File: src/cdd_pkg.sv
// package for the clock divider distribution control block
// assumes byte-wide registers reached by a plain address/strobe port
package cdd_pkg;
	localparam logic [9:0] ADDR_CH0_COUNTS = 10'h190;
	localparam logic [9:0] ADDR_CH0_CTRL = 10'h191;
	localparam logic [9:0] ADDR_CH1_COUNTS = 10'h193;
	localparam logic [9:0] ADDR_CH1_CTRL = 10'h194;
	localparam logic [9:0] ADDR_CH2_COUNTS = 10'h196;
	localparam logic [9:0] ADDR_CH2_CTRL = 10'h197;
	localparam logic [9:0] ADDR_CH3_S1_COUNTS = 10'h199;
	localparam logic [9:0] ADDR_CH3_PHASE = 10'h19a;
	localparam logic [9:0] ADDR_CH3_S2_COUNTS = 10'h19b;
	localparam logic [9:0] ADDR_CH3_CTRL = 10'h19c;
	localparam logic [9:0] ADDR_CH4_S1_COUNTS = 10'h19e;
	localparam logic [9:0] ADDR_CH4_PHASE = 10'h19f;
	localparam logic [9:0] ADDR_CH4_S2_COUNTS = 10'h1a0;
	localparam logic [9:0] ADDR_CH4_CTRL = 10'h1a1;
	localparam logic [9:0] ADDR_SRC_RATIO = 10'h1e0;
	localparam logic [9:0] ADDR_INPUT_SEL = 10'h1e1;
	localparam logic [9:0] ADDR_SYSTEM = 10'h230;
	localparam logic [9:0] ADDR_TRANSFER = 10'h232;
	// single-stage control fields
	localparam int SS_BYPASS = 7;
	localparam int SS_NOSYNC = 6;
	localparam int SS_FORCE = 5;
	localparam int SS_START = 4;
	// dual-stage control fields
	localparam int DS_BYP2 = 5;
	localparam int DS_BYP1 = 4;
	localparam int DS_NOSYNC = 3;
	localparam int DS_FORCE = 2;
	localparam int DS_START2 = 1;
	localparam int DS_START1 = 0;
	// source, system and transfer fields
	localparam int IS_PD_INPUT = 4;
	localparam int IS_PD_IFACE = 3;
	localparam int IS_PD_VCO = 2;
	localparam int IS_SEL_VCO = 1;
	localparam int IS_BYP_DIV = 0;
	localparam int SY_PD_SYNC = 2;
	localparam int SY_PD_DIST = 1;
	localparam int SY_SOFT_SYNC = 0;
	localparam int TR_UPDATE = 0;
	// reset values, static source threshold and divider offset
	localparam logic [7:0] RST_CH0_CTRL = 8'h80;
	localparam logic [7:0] RST_ZERO = 8'h00;
	localparam logic [7:0] RST_SRC_RATIO = 8'h02;
	localparam logic [2:0] SRC_STATIC_MIN = 3'h5;
	localparam logic [3:0] DIV_EXTRA = 4'h2;
endpackage

File: src/cdd_top.sv
// clock divider distribution control: shadow/active registers and dividers
// assumes clk_in_ext and clk_in_vco are clock-rate enables sampled on clk
`timescale 1ns/100ps

// one divider stage with duty correction, phase offset and start level
module cdd_stage (
	// clock
	input wire logic clk,
	input wire logic rst,
	input wire logic ce,
	// control
	input wire logic tick,
	input wire logic [7:0] counts,
	input wire logic [3:0] phase,
	input wire logic start_high,
	input wire logic bypass,
	input wire logic restart,
	input wire logic in_level,
	// output
	output logic tick_out,
	output logic level
);
	logic [5:0] cnt;
	logic [4:0] ratio;
	logic [4:0] half;
	logic [3:0] delay;
	assign ratio = 5'(counts[7:4]) + 5'(counts[3:0]) + 5'h02; // [RQ1]
	// odd ratios give the extra input cycle to the second half
	assign half = ratio >> 1;
	// duty is half the ratio whatever the split, as corrected [RQ2]
	always_ff @(posedge clk) begin
		if (rst) begin
			cnt <= 6'h00;
			delay <= 4'h0;
			level <= 1'b0;
		end else if (ce) begin
			if (restart) begin
				cnt <= 6'h00;
				delay <= phase; // [RQ7] [RQ21]
				level <= start_high; // [RQ6]
			end else if (tick) begin
				if (delay != 4'h0) begin
					delay <= delay - 4'h1;
				end else if (cnt + 6'h01 >= 6'(ratio)) begin
					cnt <= 6'h00;
					level <= ~level;
				end else begin
					if (cnt + 6'h01 == 6'(half)) begin
						level <= ~level;
					end
					cnt <= cnt + 6'h01;
				end
			end
		end
	end
	// an unbypassed stage ticks its successor at count zero, once per output period (every input tick when the ratio wraps to zero); a bypassed one passes every tick
	assign tick_out = bypass ? tick : (tick && delay == 4'h0 && cnt == 6'h00); // [RQ3] [RQ8]
	logic unused;
	assign unused = in_level;
endmodule

////////////////////////////////////////////////////////////////////////////////

// Contract
// RQ1 - stage divides by low plus high plus two; both counts at 15 wrap the 5-bit ratio to zero and the stage divides by two
// RQ2 - duty correction always on for outputs
// RQ3 - bypass powers down, passes input; ch0 bypassed
// RQ4 - sync-ignore bit clear obeys chip sync
// RQ5 - force bit sets level when sync ignored
// RQ6 - start bit picks initial output level
// RQ7 - four-bit phase offset delays divided output
// RQ8 - dual-stage bypass bits per stage, default off
// RQ9 - dual-stage channel shares nosync and force
// RQ10 - dual-stage start levels per stage
// RQ11 - source divider 2..6, higher codes static
// RQ12 - input power-down stops buffer, divider, tree
// RQ13 - source select picks external clock or vco
// RQ14 - bit zero bypasses the source divider
// RQ15 - interface and vco power-down bits
// RQ16 - sync power-down disables sync circuitry
// RQ17 - distribution power-down turns buffers off
// RQ18 - soft sync holds, falling edge syncs
// RQ19 - update bit copies buffers, self clears
// RQ20 - writes land in buffers until transfer
// RQ21 - sync restarts dividers with start, offset
module cdd_top (
	// clock and reset
	input wire logic clk,
	input wire logic rst,
	input wire logic ce,
	// register port
	input wire logic [9:0] addr,
	input wire logic [7:0] wdata,
	input wire logic wr,
	input wire logic rd,
	output logic [7:0] rdata,
	// clock sources and sync pin
	input wire logic clk_in_ext,
	input wire logic clk_in_vco,
	input wire logic sync_pin_n,
	// outputs
	output logic [4:0] chan_out,
	output logic [4:0] chan_enable,
	output logic input_powered,
	output logic vco_powered,
	output logic iface_powered
);
	import cdd_pkg::*;
	localparam int NREG = 18;
	localparam logic [9:0] ADDRS [NREG] = '{ADDR_CH0_COUNTS, ADDR_CH0_CTRL, ADDR_CH1_COUNTS,
		ADDR_CH1_CTRL, ADDR_CH2_COUNTS, ADDR_CH2_CTRL, ADDR_CH3_S1_COUNTS, ADDR_CH3_PHASE,
		ADDR_CH3_S2_COUNTS, ADDR_CH3_CTRL, ADDR_CH4_S1_COUNTS, ADDR_CH4_PHASE, ADDR_CH4_S2_COUNTS,
		ADDR_CH4_CTRL, ADDR_SRC_RATIO, ADDR_INPUT_SEL, ADDR_SYSTEM, ADDR_TRANSFER};
	localparam logic [7:0] RSTV [NREG] = '{RST_ZERO, RST_CH0_CTRL, RST_ZERO, RST_ZERO, RST_ZERO,
		RST_ZERO, RST_ZERO, RST_ZERO, RST_ZERO, RST_ZERO, RST_ZERO, RST_ZERO, RST_ZERO, RST_ZERO,
		RST_SRC_RATIO, RST_ZERO, RST_ZERO, RST_ZERO};
	localparam int I_SRC = 14;
	localparam int I_INP = 15;
	localparam int I_SYS = 16;
	localparam int I_TRF = 17;

	logic [7:0] shadow [NREG];
	logic [7:0] active [NREG];
	logic transfer;

	////////////////////////////////////////////////////////////////////////////
	// register port: writes land in shadow only [RQ20]
	assign transfer = ce && wr && addr == ADDR_TRANSFER && wdata[TR_UPDATE]; // [RQ19]
	always_ff @(posedge clk) begin
		if (rst) begin
			for (int i = 0; i < NREG; i++) begin
				shadow[i] <= RSTV[i];
			end
		end else if (ce && wr) begin
			for (int i = 0; i < NREG; i++) begin
				if (addr == ADDRS[i] && i != I_TRF) begin
					shadow[i] <= wdata;
				end
			end
		end
	end
	// copy on the edge after the strobe; the strobe bit never stores [RQ19]
	always_ff @(posedge clk) begin
		if (rst) begin
			for (int i = 0; i < NREG; i++) begin
				active[i] <= RSTV[i];
			end
		end else if (ce && transfer) begin
			for (int i = 0; i < I_TRF; i++) begin
				active[i] <= shadow[i];
			end
		end
	end
	always_ff @(posedge clk) begin
		if (rst) begin
			rdata <= 8'h00;
		end else if (ce) begin
			rdata <= 8'h00;
			if (rd) begin
				for (int i = 0; i < I_TRF; i++) begin
					if (addr == ADDRS[i]) begin
						rdata <= shadow[i];
					end
				end
			end
		end
	end

	////////////////////////////////////////////////////////////////////////////
	// source pins pass two flops before use
	logic [2:0] meta;
	logic [2:0] syncd;
	always_ff @(posedge clk) begin
		if (rst) begin
			// reset to the idle pin levels, so release shows no false sync
			meta <= 3'h4;
			syncd <= 3'h4;
		end else if (ce) begin
			meta <= {sync_pin_n, clk_in_vco, clk_in_ext};
			syncd <= meta;
		end
	end

	logic pd_input;
	logic sel_vco;
	logic src_tick;
	logic src_raw;
	assign pd_input = active[I_INP][IS_PD_INPUT]; // [RQ12]
	// illegal combination: vco selected with bypass, treated as divider in use [RQ13] [RQ14]
	assign sel_vco = active[I_INP][IS_SEL_VCO];
	assign src_raw = sel_vco ? (syncd[1] & ~active[I_INP][IS_PD_VCO]) : (syncd[0] & ~active[I_INP][IS_PD_VCO]); // [RQ15]
	assign input_powered = ~pd_input;
	assign vco_powered = ~active[I_INP][IS_PD_VCO];
	assign iface_powered = ~active[I_INP][IS_PD_IFACE]; // [RQ15]

	logic [2:0] src_cnt;
	logic [2:0] src_ratio;
	logic src_div_tick;
	always_comb begin
		case (active[I_SRC][2:0]) // [RQ11]
			3'h0: src_ratio = 3'h2;
			3'h1: src_ratio = 3'h3;
			3'h2: src_ratio = 3'h4;
			3'h3: src_ratio = 3'h5;
			3'h4: src_ratio = 3'h6;
			default: src_ratio = 3'h0;
		endcase
	end
	always_ff @(posedge clk) begin
		if (rst) begin
			src_cnt <= 3'h0;
		end else if (ce && src_raw && !pd_input) begin
			src_cnt <= (src_cnt + 3'h1 >= src_ratio) ? 3'h0 : src_cnt + 3'h1;
		end
	end
	assign src_div_tick = src_raw && src_cnt == 3'h0 && active[I_SRC][2:0] < SRC_STATIC_MIN; // [RQ11]
	assign src_tick = !pd_input && ((active[I_INP][IS_BYP_DIV] && !sel_vco) ? src_raw : src_div_tick); // [RQ12] [RQ14]

	////////////////////////////////////////////////////////////////////////////
	// sync: pin low or soft bit high holds, release triggers [RQ18]
	logic hold;
	logic hold_d;
	logic sync_evt;
	assign hold = !active[I_SYS][SY_PD_SYNC] && (!syncd[2] || active[I_SYS][SY_SOFT_SYNC]); // [RQ16]
	always_ff @(posedge clk) begin
		if (rst) begin
			hold_d <= 1'b0;
		end else if (ce) begin
			hold_d <= hold;
		end
	end
	// hold_d resets low: a sync held through reset syncs on release
	assign sync_evt = hold_d && !hold; // [RQ18]

	////////////////////////////////////////////////////////////////////////////
	// channels
	logic [4:0] nosync;
	logic [4:0] force_hi;
	logic [4:0] div_level;
	logic [1:0] mid_tick;
	genvar g;
	generate
		for (g = 0; g < 3; g++) begin : gen_single
			logic [7:0] ctl;
			logic lvl;
			assign ctl = active[2 * g + 1];
			assign nosync[g] = ctl[SS_NOSYNC]; // [RQ4]
			assign force_hi[g] = ctl[SS_FORCE];
			cdd_stage u_stage (.clk(clk), .rst(rst), .ce(ce), .tick(src_tick), .counts(active[2 * g]),
				.phase(ctl[3:0]), .start_high(ctl[SS_START]), .bypass(ctl[SS_BYPASS]),
				.restart((sync_evt || hold) && !ctl[SS_NOSYNC]), .in_level(1'b0), .tick_out(), .level(lvl));
			assign div_level[g] = ctl[SS_BYPASS] ? src_raw : lvl; // [RQ3]
		end
		for (g = 0; g < 2; g++) begin : gen_dual
			logic [7:0] ctl;
			logic [7:0] ph;
			logic l1;
			logic l2;
			logic rs;
			assign ctl = active[6 + 4 * g + 3];
			assign ph = active[6 + 4 * g + 1];
			assign nosync[3 + g] = ctl[DS_NOSYNC]; // [RQ9]
			assign force_hi[3 + g] = ctl[DS_FORCE];
			assign rs = (sync_evt || hold) && !ctl[DS_NOSYNC];
			cdd_stage u_s1 (.clk(clk), .rst(rst), .ce(ce), .tick(src_tick), .counts(active[6 + 4 * g]),
				.phase(ph[3:0]), .start_high(ctl[DS_START1]), .bypass(ctl[DS_BYP1]), .restart(rs),
				.in_level(1'b0), .tick_out(mid_tick[g]), .level(l1)); // [RQ8] [RQ10]
			cdd_stage u_s2 (.clk(clk), .rst(rst), .ce(ce), .tick(mid_tick[g]), .counts(active[6 + 4 * g + 2]),
				.phase(ph[7:4]), .start_high(ctl[DS_START2]), .bypass(ctl[DS_BYP2]), .restart(rs),
				.in_level(l1), .tick_out(), .level(l2)); // [RQ8] [RQ10]
			assign div_level[3 + g] = ctl[DS_BYP2] ? (ctl[DS_BYP1] ? src_raw : l1) : l2;
		end
	endgenerate

	// forced level needs nosync set; held channels sit low [RQ5] [RQ18]
	always_ff @(posedge clk) begin
		if (rst) begin
			chan_out <= 5'h00;
		end else if (ce) begin
			for (int i = 0; i < 5; i++) begin
				if (active[I_SYS][SY_PD_DIST] || pd_input) begin
					chan_out[i] <= 1'b0; // [RQ17]
				end else if (nosync[i]) begin
					chan_out[i] <= force_hi[i] ? 1'b1 : div_level[i]; // [RQ5]
				end else if (hold) begin
					chan_out[i] <= 1'b0;
				end else begin
					chan_out[i] <= div_level[i];
				end
			end
		end
	end
	assign chan_enable = {5{~active[I_SYS][SY_PD_DIST]}}; // [RQ17]

	////////////////////////////////////////////////////////////////////////////
	// register path
	a_transfer_copy: assert property (@(posedge clk) disable iff (rst) // [RQ19]
		(ce && wr && addr == ADDR_TRANSFER && wdata[TR_UPDATE]) |=> active[I_SYS] == $past(shadow[I_SYS]))
		else $error("transfer missed");
	a_shadow_only: assert property (@(posedge clk) disable iff (rst) // [RQ20]
		(ce && !transfer) |=> $stable(active[I_INP]))
		else $error("active changed without transfer");
	a_shadow_write: assert property (@(posedge clk) disable iff (rst) // [RQ20]
		(ce && wr && addr == ADDR_SYSTEM) |=> shadow[I_SYS] == $past(wdata))
		else $error("buffer write lost");
	a_read_zero: assert property (@(posedge clk) disable iff (rst) // [RQ19]
		(ce && rd && addr == ADDR_TRANSFER) |=> rdata == 8'h00)
		else $error("update strobe read back");
	// divided outputs, sync and source ticks
	a_dist_off: assert property (@(posedge clk) disable iff (rst) // [RQ17]
		(ce && active[I_SYS][SY_PD_DIST]) |=> chan_out == 5'h00)
		else $error("outputs not off");
	a_input_off: assert property (@(posedge clk) disable iff (rst) // [RQ12]
		(ce && pd_input) |=> chan_out == 5'h00)
		else $error("outputs run with input powered down");
	a_force_high: assert property (@(posedge clk) disable iff (rst) // [RQ5]
		(ce && !active[I_SYS][SY_PD_DIST] && !pd_input && active[5][SS_NOSYNC] && active[5][SS_FORCE])
		|=> chan_out[2])
		else $error("force high lost");
	a_bypass_pass: assert property (@(posedge clk) disable iff (rst) // [RQ3]
		(ce && active[1][SS_BYPASS] && !active[1][SS_NOSYNC] && !hold && !pd_input && !active[I_SYS][SY_PD_DIST])
		|=> chan_out[0] == $past(src_raw))
		else $error("bypassed channel not passing input");
	a_hold_low: assert property (@(posedge clk) disable iff (rst) // [RQ18]
		(ce && hold && !nosync[1]) |=> !chan_out[1])
		else $error("held channel not low");
	a_dual_hold: assert property (@(posedge clk) disable iff (rst) // [RQ9]
		(ce && hold && !nosync[3]) |=> !chan_out[3])
		else $error("held dual channel not low");
	a_sync_restart: assert property (@(posedge clk) disable iff (rst) // [RQ21]
		(ce && sync_evt && !nosync[1] && !active[3][SS_BYPASS] && !pd_input && !active[I_SYS][SY_PD_DIST])
		|-> ##2 chan_out[1] == $past(active[3][SS_START], 2))
		else $error("sync restart level wrong");
	a_sync_edge: assert property (@(posedge clk) disable iff (rst) // [RQ18]
		sync_evt |-> $past(hold) && !hold)
		else $error("bad sync edge");
	a_sync_pd: assert property (@(posedge clk) disable iff (rst) // [RQ16]
		active[I_SYS][SY_PD_SYNC] |-> !hold)
		else $error("sync not powered down");
	a_static_src: assert property (@(posedge clk) disable iff (rst) // [RQ11]
		(active[I_SRC][2:0] >= SRC_STATIC_MIN && !(active[I_INP][IS_BYP_DIV] && !sel_vco)) |-> !src_tick)
		else $error("static divider ticked");
	a_pd_input: assert property (@(posedge clk) disable iff (rst) // [RQ12]
		pd_input |-> !src_tick)
		else $error("powered-down input ticked");
endmodule

File: config.mk
export PLATFORM = sky130hd
export DESIGN_NAME = cdd_top
export DESIGN_NICKNAME = d
export VERILOG_FILES = /design/src/cdd_pkg.sv /design/src/cdd_top.sv
export SDC_FILE = /design/constraint.sdc
export NUM_CORES = 1
export LEC_CHECK = 0
export ABC_AREA = 1
export BUFFER_PORTS_ARGS = -buffer_cell sky130_fd_sc_hd__buf_2
export CORE_ASPECT_RATIO = 0.75
export CORE_MARGIN = 2
export CORE_UTILIZATION = 55
export CTS_CLUSTER_DIAMETER = 120
export CTS_CLUSTER_SIZE = 25
export DETAILED_ROUTE_END_ITERATION = 10
export GPL_ROUTABILITY_DRIVEN = 0
export GPL_TIMING_DRIVEN = 1
export MAX_ROUTING_LAYER = met4
export PLACE_DENSITY_LB_ADDON = 0.12
export SLEW_MARGIN = 20
export SYNTH_ARGS = -nofsm -noshare
export SYNTH_HDL_FRONTEND = slang
export SYNTH_SLANG_ARGS = --single-unit
File: constraint.sdc
create_clock -name clk -period 5.2 [get_ports clk]
set_clock_uncertainty 0.05 [all_clocks]
set_input_delay 0.26 -clock clk [delete_from_list [all_inputs] [get_ports clk]]
set_output_delay 0.26 -clock clk [all_outputs]
set_load 0.05 [all_outputs]
== Word level (Yosys, flattened, before mapping) ==
Memories as Yosys holds them, arrays and structs flattened.
Cells that the tools add are included.

* $add $sub $neg: 29
* Multipliers: 0
* Div/mod/pow operators: 0
* Order comparisons: 9
* Eq/ne operators: 36
* Shifts and indexed selects: 0
* Multiplexer cells: 242
* Bitwise operators: 47
* Reduce and logical (&&, ||, !) cells: 89

{| class="wikitable"
|+ Operator list
! kind !! number
|-
| $mux W8 || 52
|-
| $mux W6 || 28
|-
| $eq A10 B9 Y1 const B || 16
|-
| $mux W1 || 139
|-
| $mux W4 || 21
|-
| $add A6 B1 Y6 const B || 7
|-
| $eq A6 B4 Y1 || 7
|-
| $ge A6 B5 Y1 || 7
|-
| $reduce_and A3 Y1 || 14
|-
| $add A4 B4 Y5 || 7
|-
| $add A5 B2 Y5 const B || 7
|-
| $or A1 B1 Y1 || 34
|-
| $reduce_and A4 Y1 || 7
|-
| $reduce_bool A2 Y1 || 14
|-
| $reduce_bool A4 Y1 || 7
|-
| $sub A4 B1 Y4 const B || 7
|-
| $logic_and A1 B1 Y1 || 21
|-
| $reduce_bool A3 Y1 || 7
|-
| $eq A10 B10 Y1 const B || 2
|-
| $pmux W3 S5 || 1
|-
| $logic_not A6 Y1 || 2
|-
| $not A1 Y1 || 11
|-
| $logic_not A1 Y1 || 10
|-
| $logic_not A4 Y1 || 2
|-
| other kinds (12) || 22
|}

* Register bits after elaboration: 100
* Latch bits: 0
* RAM bits: 288
* Memory bits (read-only): 0
* Bits of input ports: 26
* Output and inout port bits: 21
* Word-level logic and storage cells: 481
* Memories kept: 2

{| class="wikitable"
|+ Memory list
! name !! depth !! width !! rd ports !! clocked after memory_dff !! wr ports !! RTL line !! source
|-
| active || 18 || 8 || 17 || 0 || 18 || cdd_top.sv:123 || <nowiki>logic [7:0] active [NREG];</nowiki>
|-
| shadow || 18 || 8 || 17 || 0 || 18 || cdd_top.sv:122 || <nowiki>logic [7:0] shadow [NREG];</nowiki>
|}

== Logic depth before layout (Yosys ltp) ==
Gate-level depths: netlist of run 1.

* Depth after elaboration: 19
* Mapped depth: 17
* Depth with buffers taken out: 17

== By module ==
A second synthesis of run 1 with hierarchy kept.

* Cell total of the unflattened synthesis: 2322
* Area total of the unflattened synthesis: 19337.3 sq um

{| class="wikitable"
|+ By module, submodules not included
! module !! times used !! cells an instance !! area each (sq um) !! sequential area each (sq um)
|-
| cdd_top || 1 || 1063 || 11519.8 || 8117.8
|-
| cdd_stage at gen_dual[0].u_s1 ... || 4 || 179 || 1121.1 || 220.2
|-
| cdd_stage at gen_dual[1].u_s2 ... || 3 || 181 || 1111.1 || 220.2
|}

== Worst setup path before layout of run 1 ==
No wires, ideal clock.

* Kind: in2reg
* Start point: input port rst
* End point: memory active[0][0], enable pin
* Setup time: 1.053 ns
* Arrival: 3.067 ns
* Required time: 4.097 ns
* Slack: 1.030 ns
* Stages: 5
* Path buffers: 3
* Cell sequence: clkbuf_1 > inv_1 > clkbuf_1 > buf_1 > nand2_1

{| class="wikitable"
|+ RTL lines
! element !! RTL line !! source
|-
| from (decl) || cdd_top.sv:89 || <nowiki>input wire logic rst,</nowiki>
|-
| to (decl) || cdd_top.sv:123 ||
|}

==> results of run 1 <==
[worst paths after layout]
kind	from	endpoint	slack [ns]	cells past startpoint
max	active[0][1]$_SDFFCE_PN0P_	gen_single[0].u_stage.level$_SDFFE_PP0P_	2.15	15
min	ce	hold_d$_SDFFE_PP0P_	0.12	2
max reg2reg	active[0][1]$_SDFFCE_PN0P_	gen_single[0].u_stage.level$_SDFFE_PP0P_	2.15	15
min reg2reg	gen_dual[1].u_s2.cnt[5]$_SDFFE_PP0P_	gen_dual[1].u_s2.cnt[5]$_SDFFE_PP0P_	0.42	2
[layout by cell type, fill, tap and decap left out, types with 8 or more instances in the layout]
cell type	netlist	layout
clkbuf_1	39	12
xnor2_1	24	24
buf_4	7	9
nand2_1	294	293
a21oi_2	11	11
clkbuf_16	0	19
nor2_1	366	366
inv_2	36	36
nor2_2	13	13
a31oi_1	15	15
o211ai_1	9	9
clkinv_1	9	9
dfxtp_1	100	100
nand4_1	28	28
nand2_2	8	8
inv_1	303	302
ha_1	105	105
o21ai_1	16	22
a21oi_1	97	97
a211oi_1	15	15
o21ai_0	76	70
nand3_1	97	97
nor3_1	18	17
edfxtp_1	255	255
o21a_1	11	11
buf_2	5	46
nor2_4	11	11
xor2_1	42	42
[where the power goes]
part / total (W) / switching, W / leakage (nW) / internal [W]
registers: 0.00321 / 0.0000756 / 3.38 / 0.00314
logic: 0.000658 / 0.000451 / 4.94 / 0.000207
clock network: 0.00164 / 0.000934 / 0.258 / 0.000704
[metal layers]
layer  share of wire, %  up-vias  GRT usage, %
met1                 47     6517          40.2
met4                1.6        0          5.23
li1                   -     6808             -
met5                  0        -             -
met2                 42      548          38.1
met3                9.6       39          4.71
[state kept, by name, summed over array words and instances (netlist names)]
name	cells
chan_out	5
gen_single.u_stage.cnt	18
gen_single.u_stage.delay	12
gen_dual.u_s1.level	2
gen_dual.u_s1.delay	8
meta	3
src_cnt	3
gen_dual.u_s2.delay	8
gen_single.u_stage.level	3
hold_d	1
gen_dual.u_s2.cnt	12
gen_dual.u_s1.cnt	12
syncd	3
rdata	8
shadow	136
active	119
gen_dual.u_s2.level	2
[cells by family (layout without fill, tap and decap cells)]
logic type	after synthesis	in the layout	synth area share [%]
AO/OA/AOI/OAI	276	276	8.77
XOR/XNOR	66	66	3.12
adder cells (fa/ha/maj)	112	112	7.84
buffers and inverters	402	440	8.35
flip-flops	355	355	52.1
AND/OR/NAND/NOR	857	857	19.8
[through the flow]
step	util (%)	setup WS [ns]
global placement	57.6	2.24
CTS	59.3	2.15
finish	59.3	2.15
floorplan	-	1.03
global route	59.3	1.82
detailed placement	57.6	2.16
[layout make-up]
cell class	count	area [um^2]
inverter	348	1310
sequential	355	9660
tap	450	563
fill	2941	13600
clock buffer	31	520
timing repair buffer	60	368
clock inverter	1	20.0
multi-input combinational	1311	7350
[critical path, cell delays in order (launching register included)]
cell      delay, ns
edfxtp_1       0.34
inv_1          0.04
ha_1           0.27
inv_1          0.04
ha_1           0.21
fa_1           0.53
inv_1          0.05
ha_1           0.28
o21a_1         0.11
o21a_1         0.16
o21ai_0        0.14
nand2_1        0.07
nor2_1         0.28
nand3_1        0.15
a21oi_1        0.15
nor3_1         0.06
==> results.yml, run 1 <==
run_status:
  status: "complete, no violations"
worst_setup_path:
  arrival_ns: 3.38
  critPathRequiredTime_ns: 5.53
  cp_max_fo: 6
  path_class: "flop to flop"
  endpoint_kind: "flop"
  cp-start-kind: "flop"
global_routing:
  first_global_vias: 13000
  grt_pass1_wl_mm: 71.6
  grt.overflow.total: 0
  grt_usage_pct: 26.7
  grt_max_degree: 69
  antenna_found_initial: 0
die:
  die_w_um: 216
  dieArea_um2: 35200
  ios: 47
  placementRows: 58
  start_util_pct: 55.5
  coreArea_um2: 33400
  die_y_um: 163
sta:
  whs_ns: 0.118
  slew_headroom_pct: 29.9
  fin_crit_ns: 3.05
  hold_viol_final: 0
  tns_ns: 0
  fmax_mhz: 328
  worst_pin_slew_ns: 1.04
  rsz0062_at_grt: "false"
  period_share_pct: 58.7
  drv_slew: 0
  finalSetupViolCount: 0
clock_tree:
  ctsResizeCount: 0
  post_cts_buffers: 0
  cts_tree: "done"
  ctsRootBufferMaster: "clkbuf_16"
  cts_sinks: 355
  cts.clk_slew.worst_paths_ns: 0.11
  cts.path.max_buffers: 3
  cts_buffers: 18
  clock_latency_ns: 0.53
  cts_max_level: 1
  cts_hold_buf: 3
placement:
  io_buffers: 46
  placed_area_um2: 19200
  dp.cells: 2521
  hpwlAfterDp_mm: 31.9
logic_synthesis:
  synth_top_area_share_pct: 41.3
  syn-num-nets: 2206
  synth.avg_cell_area_um2: 8.97
  synth_warnings: 0
  synth_seq_cells: 355
  synth.largest_area_cell: "edfxtp_1"
  synth_edf_count: 255
  async_flop_share_pct: 0
  syn_inst: 2068
  synthTopCellsByCount: "366 x nor2_1, 303 x inv_1, 294 x nand2_1, 255 x edfxtp_1, 105 x ha_1"
  syn_area_um2: 18500
  ys_top_cells_by_area: "edfxtp_1 41%, dfxtp_1 11%, nor2_1 7.4%, ha_1 7.1%, inv_1 6.1%"
  post-synth-top-count-cell: "nor2_1"
  synth_top_flop_cell: "edfxtp_1"
  ys_types: 50
  seq_area_frac_synth_pct: 52.1
detailed_routing:
  drc: 0
  dr.first_iter.drc_count: 1570
  wirelength_mm: 45.2
  ant_nets: 0
  dr.pass1.iters: 6
  vias_per_cell: 5.44
  avgRoutedWirePerCell_um: 17.7
  vias: 13900
cells_and_area:
  drive_above_1_share_pct: 8.36
  final_cell_area_um2: 19800
  final_cells: 2556
  nets: 2232
  n_antenna_cell: 0
  syn_to_final_growth_pct: 6.70
power:
  p_per_area_nw_per_um2: 278
  power.total_w: 0.00551
  ir_drop_mv: 0.247
  p_leak_nw: 8.58
worst_hold_path:
  hold_class: "input port to flop"
job:
  maxCapViolations: 0
(Power assumes the default switching activity.)
==> run 2, diff against run 1 <==
==> constraint.sdc (replaced) <==
create_clock -name clk -period 2.6 [get_ports clk]
set_clock_uncertainty 0.05 [all_clocks]
set_input_delay 0.13 -clock clk [delete_from_list [all_inputs] [get_ports clk]]
set_output_delay 0.13 -clock clk [all_outputs]
set_load 0.05 [all_outputs]
==> run 2 against run 1 <==
Effect of this change:
- the flow now finishes with violations (negative setup slack)
- setup slack got worse by 2.3 ns
- die area did not move
- critical path type unchanged
- sequential share of layout area fell by 1.9 points
- via count rose by 1.2%
- global-route usage fell by 0.50 points
==> results.yml, run 2 (synthesized netlist as in run 1, its figures left out) <==
run_status:
  status: "finished, violations left"
  violations: "negative setup slack"
power:
  p_per_area_nw_per_um2: 541
  ir_drop_mv: 0.621
  p_leak_nw: 8.95
detailed_routing:
  drc: 0
  vias_per_cell: 5.37
  ant_nets: 0
  dr.first_iter.drc_count: 1467
  vias: 14100
  dr.pass1.iters: 5
  avgRoutedWirePerCell_um: 17.0
  wirelength_mm: 44.7
cells_and_area:
  final_common_cell: "nor2_1"
  final_core_util_pct: 61.7
  final_cell_area_um2: 20600
  regMostFlops: "shadow"
  nets: 2299
  syn_to_final_growth_pct: 11.1
  largest_reg_flops: 136
  layout_common_cells: "364 x nor2_1, 294 x inv_1, 287 x nand2_1, 255 x edfxtp_1, 100 x dfxtp_1"
  biggestRegsByFlops: "shadow: 136 flops, active: 119 flops, gen_single.u_stage.cnt: 18 flops"
  n_antenna_cell: 0
  drive_above_1_share_pct: 14.1
die:
  placementRows: 58
  dieArea_um2: 35200
  die_w_um: 216
  ios: 47
  die_y_um: 163
  coreArea_um2: 33400
  start_util_pct: 55.5
worst_setup_path:
  cp-start-kind: "flop"
  path_cells: "inv_1, ha_1, inv_2, ha_4, fa_1, inv_2, ha_4, o21a_1, o21a_1, o21ai_1, nand3b_1, nor4_4, nor2_1, a211oi_1"
  cp_max_fo: 5
  path_class: "flop to flop"
  r2r_start: "active[1][17]$_SDFFCE_PN0P_"
  endpoint_kind: "flop"
  cp_slowest_cell: "fa_1"
  critPathRequiredTime_ns: 3.00
  slowest_delay_ns: 0.49
  arrival_ns: 3.14
  startpoint: "active[1][17]$_SDFFCE_PN0P_"
placement:
  io_buffers: 46
  placed_area_um2: 19700
  hpwlAfterDp_mm: 32.2
global_routing:
  first_global_vias: 12900
  grt_usage_pct: 26.2
  grt_pass1_wl_mm: 70.2
  grt.overflow.total: 0
  grt_max_degree: 72
  antenna_found_initial: 0
sta:
  finalSetupViolCount: 36
  period_share_pct: 106
  finalWorstSetupSlack_ns: -0.143
  fin_crit_ns: 2.74
  slew_headroom_pct: 41.5
  rsz0062_at_grt: "true"
  fmax_mhz: 365
  hold_viol_final: 0
  drv_slew: 0
  worst_pin_slew_ns: 0.872
clock_tree:
  cts_buffers: 18
  cts_sinks: 355
  cts.path.max_buffers: 3
  cts_tree: "done"
  ctsRootBufferMaster: "clkbuf_16"
  cts_max_level: 1
  clock_latency_ns: 0.53
  cts.clk_slew.worst_paths_ns: 0.11
job:
  maxCapViolations: 0
worst_hold_path:
  hold_class: "input port to flop"
  min_from: "ce"
-- run 2: repair_timing --
item / 4_1_cts / 5_1_grt
setup endpoints to repair: 41 / 46
hold buffers: 4 / 0
gates resized for setup: 30 / 46
buffers inserted: 4 / 5
hold endpoints to repair: 4 / 0
pin swaps: 22 / 22
-- run 2: metrics by stage --
step	power [W]	hold WS (ns)	setup TNS [ns]	worst slack [ns]	cells
2_1_floorplan	0.00747	0.206	-0.109	-0.0732	2068
3_3_place_gp	0.00789	0.311	-2.35	-0.166	2578
3_5_place_dp	0.00793	0.302	-5.34	-0.209	2578
4_1_cts	0.0111	0.0668	-3.80	-0.157	2618
5_1_grt	0.0116	0.0800	-10.32	-0.353	2623
6_report	0.0111	0.0775	-3.13	-0.143	2623
-- run 2: cell type report --
| class | instances | area [um^2] |
|---|---|---|
| Fill cell | 2928 | 12800 |
| Tap cell | 450 | 563 |
| Timing Repair Buffer | 127 | 890 |
| Clock inverter | 1 | 20.0 |
| Clock buffer | 31 | 520 |
| Multi-Input combinational cell | 1311 | 7640 |
| Inverter | 348 | 1310 |
| Sequential cell | 355 | 9660 |
-- run 2: path summary, 6_finish.rpt --
check | end | slack (ns) | cells after the start
worst max register to register | gen_dual[1].u_s1.cnt[0]$_SDFFE_PP0P_ | -0.14 | 14
worst max-delay path | gen_dual[1].u_s1.cnt[0]$_SDFFE_PP0P_ | -0.14 | 14
worst min-delay path | meta[2]$_SDFFE_PP1P_ | 0.08 | 4
worst min register to register | rdata[3]$_SDFFE_PP0P_ | 0.42 | 2
-- run 2: power by group --
part           switching, W  total, W  internal, W
Sequential         0.000140   0.00641      0.00627
Combinational      0.000967   0.00150     0.000533
Clock               0.00182   0.00323      0.00141
-- run 2: metal layers --
metal / global-route usage (%) / share of wire, % / vias up
li1: - / - / 6932
met5: - / 0 / -
met4: 3.24 / 1.2 / 0
met2: 39.0 / 43 / 465
met1: 39.7 / 48 / 6645
met3: 3.26 / 7.9 / 41
-- run 2: critical path: cells and delay by family, from the launching register on --
kind	cells	cell delay [ns]
AOI/OAI and AO/OA	4	0.53
DFF	1	0.34
buffers and inverters	3	0.14
and+or+nand+nor	3	0.49
adders and majority gates	4	1.12
==> run 3, diff against run 2 <==
--- a/config.mk
+++ b/config.mk
@@ -7,7 +7,7 @@
 export LEC_CHECK = 0
 export ABC_AREA = 1
 export BUFFER_PORTS_ARGS = -buffer_cell sky130_fd_sc_hd__buf_2
-export CORE_ASPECT_RATIO = 0.75
+export CORE_ASPECT_RATIO = 1.5
 export CORE_MARGIN = 2
 export CORE_UTILIZATION = 55
 export CTS_CLUSTER_DIAMETER = 120
@@ -17,6 +17,7 @@
 export GPL_TIMING_DRIVEN = 1
 export MAX_ROUTING_LAYER = met4
 export PLACE_DENSITY_LB_ADDON = 0.12
+export SETUP_SLACK_MARGIN = 0.15
 export SLEW_MARGIN = 20
 export SYNTH_ARGS = -nofsm -noshare
 export SYNTH_HDL_FRONTEND = slang
==> run 3 against run 2 <==
Effect of this change:
- the flow still finishes with violations (negative setup slack)
- global-route usage rose by 0.31 points
- non-clock buffer count is 13 higher
- count of clock-buffer cells in the layout unchanged
- combinational power rose by 3%
- clock power is essentially flat
- sequential power about the same
- sequential share of layout area is 0.63 points lower
- first-iteration DRC count decreased by 33%
- register-to-register slack worse by 0.05 ns
- critical path depth up 2
- setup slack worse by 0.047 ns
- die area barely moved
==> results.yml, run 3 (synthesized netlist as in run 1, its figures left out) <==
clock_tree:
  ctsRootBufferMaster: "clkbuf_16"
  cts_buffers: 18
  cts.clk_slew.worst_paths_ns: 0.10
  cts_max_level: 1
  cts.path.max_buffers: 3
  cts_sinks: 355
  cts_tree: "done"
  clock_latency_ns: 0.54
cells_and_area:
  syn_to_final_growth_pct: 12.6
  layout_common_cells: "362 x nor2_1, 284 x inv_1, 281 x nand2_1, 255 x edfxtp_1, 100 x dfxtp_1"
  drive_above_1_share_pct: 16.0
  final_cells: 2607
  regMostFlops: "shadow"
  final_common_cell: "nor2_1"
  fill_cells: 2794
  biggestRegsByFlops: "shadow: 136 flops, active: 119 flops, gen_single.u_stage.cnt: 18 flops"
  final_core_util_pct: 62.6
  largest_reg_flops: 136
  nets: 2312
sta:
  finalSetupViolCount: 35
  whs_ns: 0.0179
  worst_pin_slew_ns: 0.950
  hold_viol_final: 0
  period_share_pct: 107
  finalWorstSetupSlack_ns: -0.191
  drv_slew: 0
  slew_headroom_pct: 36.3
  fin_crit_ns: 2.79
  fmax_mhz: 358
  rsz0062_at_grt: "true"
run_status:
  status: "finished, violations left"
  violations: "negative setup slack"
die:
  placementRows: 82
  start_util_pct: 55.6
  dieArea_um2: 35200
  die_y_um: 229
  die_w_um: 154
  coreArea_um2: 33300
  ios: 47
global_routing:
  grt_util_met2_pct: 45.0
  grt_pass1_wl_mm: 71.7
  antenna_found_initial: 0
  grt_usage_pct: 26.5
  first_global_vias: 13900
  grt.overflow.total: 0
  met3_usage_pct: 2.45
  use_met1_pct: 32.9
  top_usage_layer: "met2"
  grt_max_degree: 83
worst_setup_path:
  r2r_end: "gen_dual[0].u_s2.cnt[2]$_SDFFE_PP0P_"
  crit_family: "adder cells"
  r2r_cells: 16
  endpoint_kind: "flop"
  cp-start-kind: "flop"
  r2r_start: "active[1][1]$_SDFFCE_PN0P_"
  startpoint: "active[1][1]$_SDFFCE_PN0P_"
  cp.depth: 16
  cp_max_fo: 4
  path_class: "flop to flop"
  slowest_delay_ns: 0.56
  ff2ff_setup_slack_ns: -0.19
  cp_slowest_cell: "fa_2"
  arrival_ns: 3.21
  path_cells: "inv_1, ha_4, inv_2, ha_4, fa_2, inv_2, ha_4, o21a_1, o21ai_1, nand2_1, a211o_1, inv_2, nand3_4, inv_4, nand2_1, a21oi_2"
  critPathRequiredTime_ns: 3.01
  setup.worst_path.end: "gen_dual[0].u_s2.cnt[2]$_SDFFE_PP0P_"
  cp_num_buf_inv: 5
placement:
  hpwlAfterDp_mm: 31.7
  io_buffers: 46
  dp.cells: 2553
worst_hold_path:
  holdPathStages: 3
  hold_class: "input port to flop"
detailed_routing:
  ant_nets: 0
  wirelength_mm: 45.2
  drc: 0
  vias_per_cell: 5.46
  dr.pass1.iters: 5
  avgRoutedWirePerCell_um: 17.4
  vias: 14200
  dr.first_iter.drc_count: 986
power:
  ir_drop_mv: 0.419
  p_leak_nw: 9.03
  p_per_area_nw_per_um2: 535
  power.total_w: 0.0112
job:
  maxCapViolations: 0
==> run 3: cell types whose count changed in the layout (fill, tap and decap cells not counted), moves of 4 or more <==
cell | before | now
buf_4 | 73 | 80
buf_6 | 1 | 5
ha_1 | 95 | 90
ha_4 | 5 | 12
inv_1 | 294 | 284
inv_2 | 44 | 48
inv_4 | 1 | 5
nand2_1 | 287 | 281
nand2_2 | 12 | 19
==> run 3: cell type report <==
type                            instances  area, um^2  area share, %
Sequential cell                       355        9660           46.2
Multi-Input combinational cell       1311        7800           37.4
Inverter                              348        1330           6.35
Timing Repair Buffer                  140        1030           4.92
Tap cell                              420         526           2.52
Clock buffer                           31         520           2.49
Clock inverter                          1        20.0         0.0959
Antenna cell                            1        2.50         0.0120
==> run 3: worst min path at each step <==
stage | endpoint | slack [ns] | startpoint
after floorplan | meta[2]$_SDFFE_PP1P_ | 0.21 | sync_pin_n
after global placement | meta[2]$_SDFFE_PP1P_ | 0.30 | sync_pin_n
after detailed placement | meta[0]$_SDFFE_PP0P_ | 0.33 | clk_in_ext
after CTS | hold_d$_SDFFE_PP0P_ | 0.0005 | ce
after global routing | hold_d$_SDFFE_PP0P_ | 0.02 | ce
final | hold_d$_SDFFE_PP0P_ | 0.02 | ce
==> run 3: report_power, final <==
part	switching (W)	total (W)	leakage, nW	internal, W
combinational	0.000986	0.00155	5.39	0.000562
clock	0.00182	0.00323	0.258	0.00141
sequential	0.000139	0.00641	3.38	0.00627
total	0.00295	0.0112	9.03	0.00824
==> run 3: repair_timing <==
| item | in CTS | in global routing |
|---|---|---|
| pin swaps | 16 | 40 |
| cloned | 0 | 0 |
| endpoints found under the hold margin | 4 | 0 |
| hold buffers | 4 | 0 |
| buffers inserted | 3 | 14 |
| setup endpoints to repair | 42 | 45 |
| gates resized for setup | 14 | 90 |
==> run 3: worst register-to-register path, cell delays in order, from the launching register on <==
cell and delay [ns]:
edfxtp_1 0.33, inv_1 0.07, ha_4 0.27, inv_2 0.04
ha_4 0.16, fa_2 0.56, inv_2 0.06, ha_4 0.20
o21a_1 0.10, o21ai_1 0.11, nand2_1 0.06, a211o_1 0.27
inv_2 0.09, nand3_4 0.09, inv_4 0.08, nand2_1 0.06
a21oi_2 0.13
==> run 3: through the flow <==
step	cell area [um^2]	TNS (ns)	setup slack, ns
4_1_cts	20400	-3.96	-0.258
3_3_place_gp	19700	-1.54	-0.149
5_1_grt	20900	-9.55	-0.384
3_5_place_dp	19700	-4.15	-0.217
2_1_floorplan	18600	-0.108	-0.0732
6_report	20900	-3.15	-0.191
==> run 3: metal layers <==
metal | vias up | routed length (um)
met5 | - | 0
met4 | 0 | 1790
met3 | 115 | 2430
met2 | 427 | 22300
met1 | 6731 | 18700
li1 | 6960 | -
